<file path="src/hw/uifl_map.vh">
// Register map, field positions and codes for the interrupt identification
// and line format block. Assumes byte addresses on a 32-bit APB.
`ifndef UIFL_MAP_VH
`define UIFL_MAP_VH

// Byte addresses of the registers (one aligned word each)
`define UIFL_ADDR_IID     8'h00
`define UIFL_ADDR_LFC     8'h04
`define UIFL_ADDR_FSC     8'h08
`define UIFL_ADDR_EFC     8'h0C
`define UIFL_ADDR_DIV     8'h10
`define UIFL_ADDR_PEND    8'h14

// Line format, FIFO setup and enhanced feature field positions
`define UIFL_LFC_LEN_LO   0
`define UIFL_LFC_LEN_HI   1
`define UIFL_LFC_STOP     2
`define UIFL_LFC_PEN      3
`define UIFL_LFC_EVEN     4
`define UIFL_LFC_FORCE    5
`define UIFL_LFC_BREAK    6
`define UIFL_LFC_DLAB     7
`define UIFL_FSC_FEN      0
`define UIFL_EFC_ENH      4

// Reset values
`define UIFL_LFC_RST      8'h00
`define UIFL_FSC_RST      8'h00
`define UIFL_EFC_RST      8'h00
`define UIFL_DIV_RST      16'h0001
`define UIFL_CHAR_MIN     4'h5

// Identification codes, bits 5..0
`define UIFL_ID_NONE      6'h01
`define UIFL_ID_LINE      6'h06
`define UIFL_ID_RXDATA    6'h04
`define UIFL_ID_RXTMO     6'h0C
`define UIFL_ID_TXEMPTY   6'h02
`define UIFL_ID_MODEM     6'h00
`define UIFL_ID_FLOWOFF   6'h10
`define UIFL_ID_HSHAKE    6'h20

// Source indexes in the pending vector, highest priority first
`define UIFL_SRC_LINE     0
`define UIFL_SRC_RXDATA   1
`define UIFL_SRC_RXTMO    2
`define UIFL_SRC_TXEMPTY  3
`define UIFL_SRC_MODEM    4
`define UIFL_SRC_FLOWOFF  5
`define UIFL_SRC_HSHAKE   6
`define UIFL_NSRC         7

`define UIFL_IDLE_HI      1'b1
`define UIFL_BUS_ZERO     32'h0000_0000

`endif

</file>
<file path="src/hw/uifl_core.v">
// Interrupt identification and line format control for one UART channel.
// Assumes an APB master on clk, pending pulses from neighbouring blocks.
//
// Operation
// - Reading identification returns the latched source code, highest-priority pending when latched.
// - A read clears only the reported source; lower ones show next.
// - A reported, unserviced source is not replaced by another.
// - Bits 5..0 encode line, rx data, timeout, tx, modem, flow, handshake.
// - Bit 0 reads 0 when pending, 1 when none; resets to 1.
// - Bits 7 and 6 read 1 when FIFOs on, else 0.
// - Bits 5 and 4 act only with enhanced-function enable set.
// - Flow-off bit stays set until a matching flow-on arrives.
// - Format bit 7 steers accesses to divisor and enhanced register.
// - Format bit 6 holds serial output low for break.
// - Format bit 3 enables parity insertion and checking.
// - Bits 5..4 pick odd, even, forced one or forced zero parity.
// - Bit 2 gives one stop, or 1.5 for 5-bit, else 2.
// - Bits 1..0 give character length 5, 6, 7 or 8.
// - FIFO enable bit turns both FIFOs on; reported in bits 7..6.
`timescale 1ns/10ps
`include "uifl_map.vh"

module uifl_core #(
	parameter NSRC = `UIFL_NSRC
) (
	clk,
	rst,
	psel,
	penable,
	pwrite,
	paddr,
	pwdata,
	prdata,
	pready,
	pslverr,
	src_set,
	src_level,
	flow_on_seen,
	tx_serial_in,
	tx_serial_out,
	char_bits,
	stop_half,
	stop_two,
	parity_en,
	parity_odd,
	parity_force,
	parity_val,
	fifo_enable,
	divisor,
	irq
);
	input  wire            clk;
	input  wire            rst;
	input  wire            psel;
	input  wire            penable;
	input  wire            pwrite;
	input  wire [7:0]      paddr;
	input  wire [31:0]     pwdata;
	output reg  [31:0]     prdata;
	output reg             pready;
	output reg             pslverr;
	input  wire [NSRC-1:0] src_set;      // One-cycle event per source
	input  wire [NSRC-1:0] src_level;    // Sources still asserted (level)
	input  wire            flow_on_seen; // Matching flow-on received
	input  wire            tx_serial_in;
	output reg             tx_serial_out;
	output reg  [3:0]      char_bits;
	output reg             stop_half;
	output reg             stop_two;
	output reg             parity_en;
	output reg             parity_odd;
	output reg             parity_force;
	output reg             parity_val;
	output reg             fifo_enable;
	output reg  [15:0]     divisor;
	output reg             irq;

	reg  [7:0]      line_format_control_r;
	reg  [7:0]      fifo_setup_control_r;
	reg  [7:0]      enhanced_feature_control_r;
	reg  [15:0]     divisor_r;
	reg  [NSRC-1:0] pend_r;
	reg  [NSRC-1:0] pend_nxt;
	reg  [NSRC-1:0] held_r;       // Source latched for reporting
	reg  [NSRC-1:0] held_nxt;
	wire [NSRC-1:0] enabled;
	wire [NSRC-1:0] pick;
	wire            pick_any;
	wire            enh;
	wire            dlab;
	wire            acc;
	wire            wr;
	wire            rd;
	wire            held_any;
	wire            id_busy;      // Identification read in its access phase
	reg  [7:0]      iid_val;
	reg  [31:0]     rdata_nxt;
	reg             hit;

	// Map a one-hot source to its identification code
	function [5:0] id_code;
		input [NSRC-1:0] s;
		begin
			id_code = `UIFL_ID_NONE;
			if (s[`UIFL_SRC_LINE])
				id_code = `UIFL_ID_LINE;
			if (s[`UIFL_SRC_RXDATA])
				id_code = `UIFL_ID_RXDATA;
			if (s[`UIFL_SRC_RXTMO])
				id_code = `UIFL_ID_RXTMO;
			if (s[`UIFL_SRC_TXEMPTY])
				id_code = `UIFL_ID_TXEMPTY;
			if (s[`UIFL_SRC_MODEM])
				id_code = `UIFL_ID_MODEM;
			if (s[`UIFL_SRC_FLOWOFF])
				id_code = `UIFL_ID_FLOWOFF;
			if (s[`UIFL_SRC_HSHAKE])
				id_code = `UIFL_ID_HSHAKE;
		end
	endfunction

	// Address match used by both read and write decode
	function is_addr;
		input [7:0] a;
		input [7:0] b;
		begin
			is_addr = (a == b);
		end
	endfunction

	// APB strobes; every access completes in its second access cycle, after one wait state
	assign acc  = psel && penable && pready;
	assign wr   = acc && pwrite;
	assign rd   = acc && !pwrite;
	assign enh  = enhanced_feature_control_r[`UIFL_EFC_ENH];
	assign dlab = line_format_control_r[`UIFL_LFC_DLAB];

	// enhanced gating
	// Flow-off and handshake sources only count in enhanced mode
	assign enabled = pend_r & {enh, enh, {(NSRC-2){1'b1}}};

	assign held_any = |held_r;

	// No new source is latched while a read of the code is in flight, so
	// the clear always hits the source whose code went onto the bus
	assign id_busy = psel && penable && !pwrite &&
		is_addr(paddr, `UIFL_ADDR_IID) && !dlab;

	uifl_prio #(
		.NSRC(NSRC)
	) u_prio (
		.pend(enabled),
		.any (pick_any),
		.sel (pick)
	);

	// Pending and held-source update
	always @* begin
		pend_nxt = pend_r | src_set;
		held_nxt = held_r;
		// hold reported source
		// Latch a new source only when nothing is being reported, so the
		// code software sees cannot change under its feet.
		if (!held_any && pick_any && !id_busy)
			held_nxt = pick;
		// read clears reported
		// With the divisor bank selected offset 0 is the divisor: no clear.
		// A fresh event of the reported source wins over the clear.
		if (id_busy && pready && held_any) begin
			pend_nxt = (pend_r & ~held_r) | src_set;
			held_nxt = {NSRC{1'b0}};
		end
		// flow-off sticky
		// Flow-off ignores the read clear; only flow-on drops it
		pend_nxt[`UIFL_SRC_FLOWOFF] = (pend_r[`UIFL_SRC_FLOWOFF] &&
			!flow_on_seen) || src_set[`UIFL_SRC_FLOWOFF];
		if (held_r[`UIFL_SRC_FLOWOFF] && !pend_nxt[`UIFL_SRC_FLOWOFF])
			held_nxt = {NSRC{1'b0}};
		// Level sources still asserted stay pending (set wins over clear)
		pend_nxt = pend_nxt | src_level;
	end

	// Identification value shown to a read
	always @* begin
		iid_val[5:0] = held_any ? id_code(held_r) : `UIFL_ID_NONE;
		iid_val[7:6] = {2{fifo_setup_control_r[`UIFL_FSC_FEN]}};
	end

	// Read mux with divisor-latch steering
	always @* begin
		hit       = 1'b1;
		rdata_nxt = `UIFL_BUS_ZERO;
		if (is_addr(paddr, `UIFL_ADDR_IID) && !dlab)
			rdata_nxt[7:0] = iid_val;
		else if (is_addr(paddr, `UIFL_ADDR_IID) && dlab)
			rdata_nxt[15:0] = divisor_r;
		else if (is_addr(paddr, `UIFL_ADDR_LFC))
			rdata_nxt[7:0] = line_format_control_r;
		else if (is_addr(paddr, `UIFL_ADDR_FSC) && !dlab)
			rdata_nxt[7:0] = fifo_setup_control_r;
		else if (is_addr(paddr, `UIFL_ADDR_FSC) && dlab)
			rdata_nxt[7:0] = enhanced_feature_control_r;
		else if (is_addr(paddr, `UIFL_ADDR_PEND))
			rdata_nxt[NSRC-1:0] = pend_r;
		else
			hit = 1'b0;
	end

	// Register writes, interrupt state and bus answer
	always @(posedge clk) begin
		if (rst) begin
			line_format_control_r      <= `UIFL_LFC_RST;
			fifo_setup_control_r       <= `UIFL_FSC_RST;
			enhanced_feature_control_r <= `UIFL_EFC_RST;
			divisor_r                  <= `UIFL_DIV_RST;
			pend_r                     <= {NSRC{1'b0}};
			held_r                     <= {NSRC{1'b0}};
			pready                     <= 1'b0;
			prdata                     <= `UIFL_BUS_ZERO;
			pslverr                    <= 1'b0;
		end else begin
			pend_r <= pend_nxt;
			held_r <= held_nxt;
			// One wait state: ready rises at the end of the first access cycle
			pready  <= psel && penable && !pready;
			pslverr <= psel && penable && !pready && !hit;
			if (psel && penable && !pready && !pwrite)
				prdata <= rdata_nxt;
			else
				prdata <= `UIFL_BUS_ZERO;
			if (wr && is_addr(paddr, `UIFL_ADDR_LFC))
				line_format_control_r <= pwdata[7:0];
			if (wr && is_addr(paddr, `UIFL_ADDR_IID) && dlab)
				divisor_r <= pwdata[15:0];
			if (wr && is_addr(paddr, `UIFL_ADDR_FSC) && !dlab)
				fifo_setup_control_r <= pwdata[7:0];
			if (wr && is_addr(paddr, `UIFL_ADDR_FSC) && dlab)
				enhanced_feature_control_r <= pwdata[7:0];
		end
	end

	// Format outputs for the serializer, all registered
	always @(posedge clk) begin
		if (rst) begin
			tx_serial_out <= `UIFL_IDLE_HI;
			char_bits     <= `UIFL_CHAR_MIN;
			stop_half     <= 1'b0;
			stop_two      <= 1'b0;
			parity_en     <= 1'b0;
			parity_odd    <= 1'b0;
			parity_force  <= 1'b0;
			parity_val    <= 1'b0;
			fifo_enable   <= 1'b0;
			divisor       <= `UIFL_DIV_RST;
			irq           <= 1'b0;
		end else begin
			tx_serial_out <= tx_serial_in &&
				!line_format_control_r[`UIFL_LFC_BREAK];
			char_bits <= `UIFL_CHAR_MIN + {2'b00,
				line_format_control_r[`UIFL_LFC_LEN_HI:`UIFL_LFC_LEN_LO]};
			stop_half <= line_format_control_r[`UIFL_LFC_STOP] &&
				(line_format_control_r[`UIFL_LFC_LEN_HI:`UIFL_LFC_LEN_LO]
				== 2'b00);
			stop_two <= line_format_control_r[`UIFL_LFC_STOP] &&
				(line_format_control_r[`UIFL_LFC_LEN_HI:`UIFL_LFC_LEN_LO]
				!= 2'b00);
			parity_en <= line_format_control_r[`UIFL_LFC_PEN];
			// shared format
			// Same fields feed transmit and receive so both ends agree
			parity_odd   <= line_format_control_r[`UIFL_LFC_PEN] &&
				!line_format_control_r[`UIFL_LFC_FORCE] &&
				!line_format_control_r[`UIFL_LFC_EVEN];
			parity_force <= line_format_control_r[`UIFL_LFC_PEN] &&
				line_format_control_r[`UIFL_LFC_FORCE];
			parity_val   <= !line_format_control_r[`UIFL_LFC_EVEN];
			fifo_enable <= fifo_setup_control_r[`UIFL_FSC_FEN];
			divisor     <= divisor_r;
			irq <= pick_any;
		end
	end

endmodule // uifl_core

</file>
<file path="src/hw/uifl_prio.v">
// Fixed-priority source picker for the identification register.
// Assumes index 0 is the highest priority; output is combinational.
`timescale 1ns/10ps
`include "uifl_map.vh"

module uifl_prio #(
	parameter NSRC = `UIFL_NSRC
) (
	pend,
	any,
	sel
);
	input  wire [NSRC-1:0] pend;
	output reg             any;
	output reg  [NSRC-1:0] sel;

	integer i;

	// Lowest set index wins; one-hot result
	always @* begin
		any = 1'b0;
		sel = {NSRC{1'b0}};
		for (i = 0; i < NSRC; i = i + 1) begin
			if (pend[i] && !any) begin
				sel[i] = 1'b1;
				any    = 1'b1;
			end
		end
	end

endmodule // uifl_prio

</file>
<file path="config.mk">
export PLATFORM = sky130hd
export DESIGN_NAME = uifl_core
export DESIGN_NICKNAME = d
export VERILOG_FILES = /design/src/hw/uifl_core.v /design/src/hw/uifl_prio.v
export VERILOG_INCLUDE_DIRS = /design/src /design/src/hw
export SDC_FILE = /design/constraint.sdc
export NUM_CORES = 1
export LEC_CHECK = 0
export ABC_AREA = 1
export BUFFER_PORTS_ARGS = -buffer_cell sky130_fd_sc_hd__buf_2
export CORE_ASPECT_RATIO = 0.75
export CORE_MARGIN = 1.5
export CORE_UTILIZATION = 40
export CTS_BUF_LIST = sky130_fd_sc_hd__clkbuf_2 sky130_fd_sc_hd__clkbuf_4 sky130_fd_sc_hd__clkbuf_8
export DETAILED_ROUTE_END_ITERATION = 10
export GPL_ROUTABILITY_DRIVEN = 0
export PLACE_DENSITY = 0.63
export SETUP_SLACK_MARGIN = 0.02
export SLEW_MARGIN = 20
export SYNTH_ARGS = -nofsm -noshare
export SYNTH_HDL_FRONTEND = slang
export SYNTH_SLANG_ARGS = --single-unit
</file>
<file path="constraint.sdc">
create_clock -name clk -period 1.55 [get_ports clk]
set_input_delay 0 -clock clk [delete_from_list [all_inputs] [get_ports clk]]
set_output_delay 0 -clock clk [all_outputs]
set_load 0.1 [all_outputs]
</file>
Word level (Yosys, flattened, before mapping) --
Index checks and enable logic that the tools add are counted.
Storage, ports and cells: output and inout port bits 63, register bits 117, logic and storage cells 131
Cells by class: muxes and demuxes 35, add/sub/neg operators 1, bitwise gates (word level) 8, reductions and logical operators 62, equal/unequal tests 3
Operators with widths (number):
- two-way mux 6 bit | 7
- logical AND 1 bit | 37
- two-way mux 8 bit | 4
- two-way mux 7 bit | 3
- bitwise OR 7 bit | 3
- two-way mux 1 bit | 20
- logical NOT 1 bit | 17
- bitwise AND 7 bit | 2
- equality test 8 x 3 -> 1 bit (second input constant) | 1
- equality test 8 x 4 -> 1 bit (second input constant) | 1
- equality test 8 x 5 -> 1 bit (second input constant) | 1
- logical NOT 8 bit | 1
- inverter 7 bit | 1
- OR reduction 7 bit | 1
- adder 3 x 2 -> 4 bit (first input constant) | 1
- OR reduction 4 bit | 1
- two-way mux 3 bit | 1
- OR reduction 3 bit | 1
- logical NOT 2 bit | 1
- inverter 1 bit | 2
- nonzero test 2 bit | 1
- OR reduction 2 bit | 1
- logical OR 1 bit | 1

Longest topological paths before layout --
depth in word-level cells 22, mapped depth 11, gate-level depth less buffers 10

By module --
A second synthesis with hierarchy kept.
Unflattened totals: cells, all modules 509, area, all modules 4075.2 µm²
Modules (own cells, without submodules):
- uifl_core | area an instance 3981.3 µm², seq. area each 2021.9 µm², cells each 491, instances 1
- uifl_prio | area an instance 93.8 µm², seq. area each 0.0 µm², cells each 18, instances 1

Worst setup path after synthesis --
Ideal clock, no wire load.
path kind reg-to-reg, start register pready, end register enhanced_feature_control_r[7], required time 1.431 ns, slack -0.602 ns, clock period less this slack 2.152 ns, library setup time 0.119 ns, arrival time 2.033 ns, cell stages (with the launch flop) 7, cell sequence dfxtp_1 > inv_1 > nor3_4 > nand3_2 > buf_6 > o21ai_0 > a21oi_1
On the way: longest elaborated chain between the ends 4
Ends and longest elaborated chain:
- start, declared | line uifl_core.v:60 | output reg pready;
- start signal, assigned | line uifl_core.v:225 | pready <= psel && penable && !pready;
- logical AND 1 bit | line uifl_core.v:132 | assign acc = psel && penable && pready;
- logical AND 1 bit | line uifl_core.v:133 | assign wr = acc && pwrite;
- logical AND 1 bit (2 in series) | line uifl_core.v:237 | if (wr && is_addr(paddr, `UIFL_ADDR_FSC) && dlab)
- end signal, assigned | line uifl_core.v:214 | enhanced_feature_control_r <= `UIFL_EFC_RST;
- end signal, assigned | line uifl_core.v:238 | enhanced_feature_control_r <= pwdata[7:0];
- end, declared | line uifl_core.v:80 | reg [7:0] enhanced_feature_control_r;
No other way between the ends. A chain may end at the register's enable or synchronous reset.

Final worst setup path --
start register pready, end register prdata[7]
On the way: longest elaborated chain between the ends 5
Ends and longest elaborated chain:
- logical NOT 1 bit | line uifl_core.v:227 | if (psel && penable && !pready && !pwrite)
- logical AND 1 bit (2 in series) | line uifl_core.v:227
- inverter 1 bit (no line)
- OR reduction 2 bit (no line)
- end signal, assigned | line uifl_core.v:219 | prdata <= `UIFL_BUS_ZERO;
- end signal, assigned | line uifl_core.v:228 | prdata <= rdata_nxt;
- end signal, assigned | line uifl_core.v:230 | prdata <= `UIFL_BUS_ZERO;
- end, declared | line uifl_core.v:59 | output reg [31:0] prdata;
No other way between the ends.

==> summary.txt <==
Synthesis
  – Post-synth top cells: dfxtp_1 (101), nor2_1 (82), inv_1 (71)
  – Yosys Warn Count: 0
  – Post-synthesis sequential area ratio: 0.5087
  – Mapped Cells: 507
  – Syn Std Cell Area: 0.003975 sq mm
  – #FFs+latches synth: 101
  – Cell variety after synth: 29
  – Cell taking the most area after synthesis: dfxtp_1
  – Asr flop ratio synth: 0
  – Top-area cell type share of the netlist area: 0.5087
  – Count of flip-flops with a built-in enable after synthesis: 0
  – Top-count cell post-synth: dfxtp_1
  – Most used DFF post-synth: dfxtp_1
  – Synthesized area per cell: 7.840 sq um
  – Top area cells in the synthesized netlist: dfxtp_1 (51%), nor2_1 (7.7%), inv_1 (6.7%)

Power
  – Comb power frac: 0.119
  – Net Sw Power: 1369 uW
  – Flop pwr share: 0.520
  – Peak supply drop: 0.0004442 V
  – Pint: 3730 uW
  – Clock power share: 0.361
  – Sw Share: 0.2685
  – PD cells: 983.7 mW/mm^2
  – Cell leakage power: 0.002379 uW

Final layout
  – Final nets: 705
  – Post-route cell area: 0.005184 sq mm
  – Antenna diodes: 0
  – Fin cells: 779
  – FILL cells: 928
  – Layout cells sized above 1: 0.2287
  – P&R area growth vs syn: 30.41%
  – Final Util: 0.5367

Placement
  – Cells after DPL: 727
  – Detailed placement HPWL: 7063 microns
  – Placed Area: 0.004568 sq mm
  – PortBufs: 91

Floorplan
  – IO Pins: 124
  – Die width: 118.1 microns
  – Die Y: 89.33 microns
  – Core footprint: 0.009658 sq mm
  – Die area: 0.01055 sq mm
  – Row count: 31
  – Initial core utilization: 0.4116

Route
  – Final WL: 9970 microns
  – Vias: 3633
  – Iteration count of the initial detailed-routing pass: 4
  – # DRC: 0
  – Vias/cell: 4.664
  – Antenna viol nets, final: 0
  – Initial DRC Count: 294
  – Wire length per cell: 12.80 microns

CTS
  – TritonCTS Sinks: 101
  – Clock Path Buffers: 2
  – CTS tree: done
  – Reg clk slew, reported paths: 0.10 ns
  – Num CTS Buffers: 9
  – H-tree levels: 3
  – Worst-Skew Late Latency: 0.37 ns
  – Root Driver: clkbuf_8

Worst setup path
  – Critical Path Start Type: flip-flop
  – CP Max Fanout: 4
  – Worst EP arrival: 1.74 ns
  – CP endpoint: prdata[7]$_SDFF_PP0_
  – Crit path from: pready$_SDFF_PP0_
  – Worst EP required: 1.86 ns
  – R2R Path Start: pready$_SDFF_PP0_
  – WS Path Type: reg -> reg
  – Reg-to-reg slack, setup: 0.12 ns
  – R2R depth: 4
  – CP endpoint kind: flip-flop
  – Worst R2R End: prdata[7]$_SDFF_PP0_

STA
  – RSZ-0062 raised after global routing: false
  – Period utilization: 0.9219
  – Setup Skew: 0.01327 ns
  – Final Hold Vio Count: 0
  – Total negative setup slack: 0 ns
  – Final-report setup violation count: 0
  – FMAX: 699.8 MHz
  – Final Max Slew Viols: 0
  – WHS: 0.1053 ns
  – Min cycle time layout: 1.429 ns

Outcome
  – Status: finished clean

Global routing
  – GRT overflow: 0
  – First-pass GRT wire length: 15700 microns
  – Number of global-route vias before repair: 3245
  – Initial antenna violation count: 0
  – GRT Overall Usage: 0.1920
  – Largest net degree at the start of global routing: 46

Min path
  – Hold Crit Class: in -> reg

Flow run
  – Total of max-cap violations: 0
## state kept, by name, summed over array words and instances (netlist names), 4 cells and up
signal / count
divisor: 16
divisor_r: 16
prdata: 16
enhanced_feature_control_r: 8
fifo_setup_control_r: 8
line_format_control_r: 8
held_r: 7
pend_r: 7
char_bits: 4
## cell type report
type | count | area (sq um) | area share
Sequential cell | 101 | 2026 | 0.3908
Clock buffer | 9 | 123.9 | 0.02390
Inverter | 72 | 275.3 | 0.05310
Multi-Input combinational cell | 316 | 1536 | 0.2964
Clock inverter | 7 | 98.84 | 0.01907
Timing Repair Buffer | 142 | 958.4 | 0.1849
Tap cell | 132 | 165.2 | 0.03186
## power groups by stage
| stage | clock (uW) | combinational, uW | sequential, uW |
|---|---|---|---|
| after floorplan | 0 | 357 | 2750 |
| after global placement | 0 | 507 | 2710 |
| after detailed placement | 0 | 512 | 2710 |
| after CTS | 1880 | 577 | 2650 |
| after global routing | 2000 | 651 | 2650 |
| final | 1840 | 609 | 2650 |
## kinds of logic after synthesis
| logic type | after synthesis | share of synthesized area |
|---|---|---|
| adder cells (fa/ha/maj) | 2 | 0.006294 |
| buffers and inverters | 105 | 0.1259 |
| flip-flops | 101 | 0.5087 |
| AND/OR/NAND/NOR | 200 | 0.2323 |
| AO/OA/AOI/OAI | 98 | 0.1259 |
| other | 1 | 0.0009434 |
## through the flow
| stage | total power [uW] | worst slack (ns) |
|---|---|---|
| global route | 5302 | 0.02784 |
| detailed placement | 3219 | -0.003726 |
| floorplan | 3108 | 0.02146 |
| finish | 5099 | 0.1210 |
| global placement | 3213 | 0.1049 |
| CTS | 5107 | -0.003809 |
## what timing repair did
action | in CTS | in global routing
hold buffers | 33 | 0
setup endpoints to repair | 2 | 48
hold endpoints to repair | 43 | 0
buffers inserted | 0 | 3
resized for setup | 1 | 5
pin swaps | 0 | 2
## per-layer routing
| metal | GRT usage | part of all wire | vias up |
|---|---|---|---|
| li1 | - | - | 1860 |
| met1 | 0.2516 | 0.48 | 1637 |
| met2 | 0.3002 | 0.44 | 117 |
| met3 | 0.06378 | 0.072 | 19 |
| met4 | 0.06763 | 0.015 | 0 |
| met5 | 0 | 0 | - |
## cell usage in the layout (no fill, tap or decap), drive strengths merged
cell	count
clkinvlp	1
bufinv	2
inv	73
clkinv	3
o21ai	48
ha	2
nor2	88
a211oi	1
nand3b	2
nand3	36
a21oi	49
clkbuf	9
conb	16
nor4	1
nand2	54
nand4	13
dlygate4sd3	33
dfxtp	101
nor3	6
buf	109
## worst min-delay path by stage
stage / from / endpoint / cells past startpoint
after floorplan: rst / pready$_SDFF_PP0_ / 1
after global placement: src_level[5] / pend_r[5]$_SDFF_PP0_ / 3
after detailed placement: src_level[5] / pend_r[5]$_SDFF_PP0_ / 3
after CTS: penable / pready$_SDFF_PP0_ / 4
after global routing: paddr[3] / prdata[0]$_SDFF_PP0_ / 6
final: paddr[0] / prdata[0]$_SDFF_PP0_ / 6
## worst max-delay path: stages, from the launching register on
cell and delay (ns):
dfxtp_4 0.38, nor3_2 0.20, nand2_1 0.09, dlygate4sd3_1 0.57
nor2_1 0.13
No activity file was read; power rests on OpenSTA's default activity.
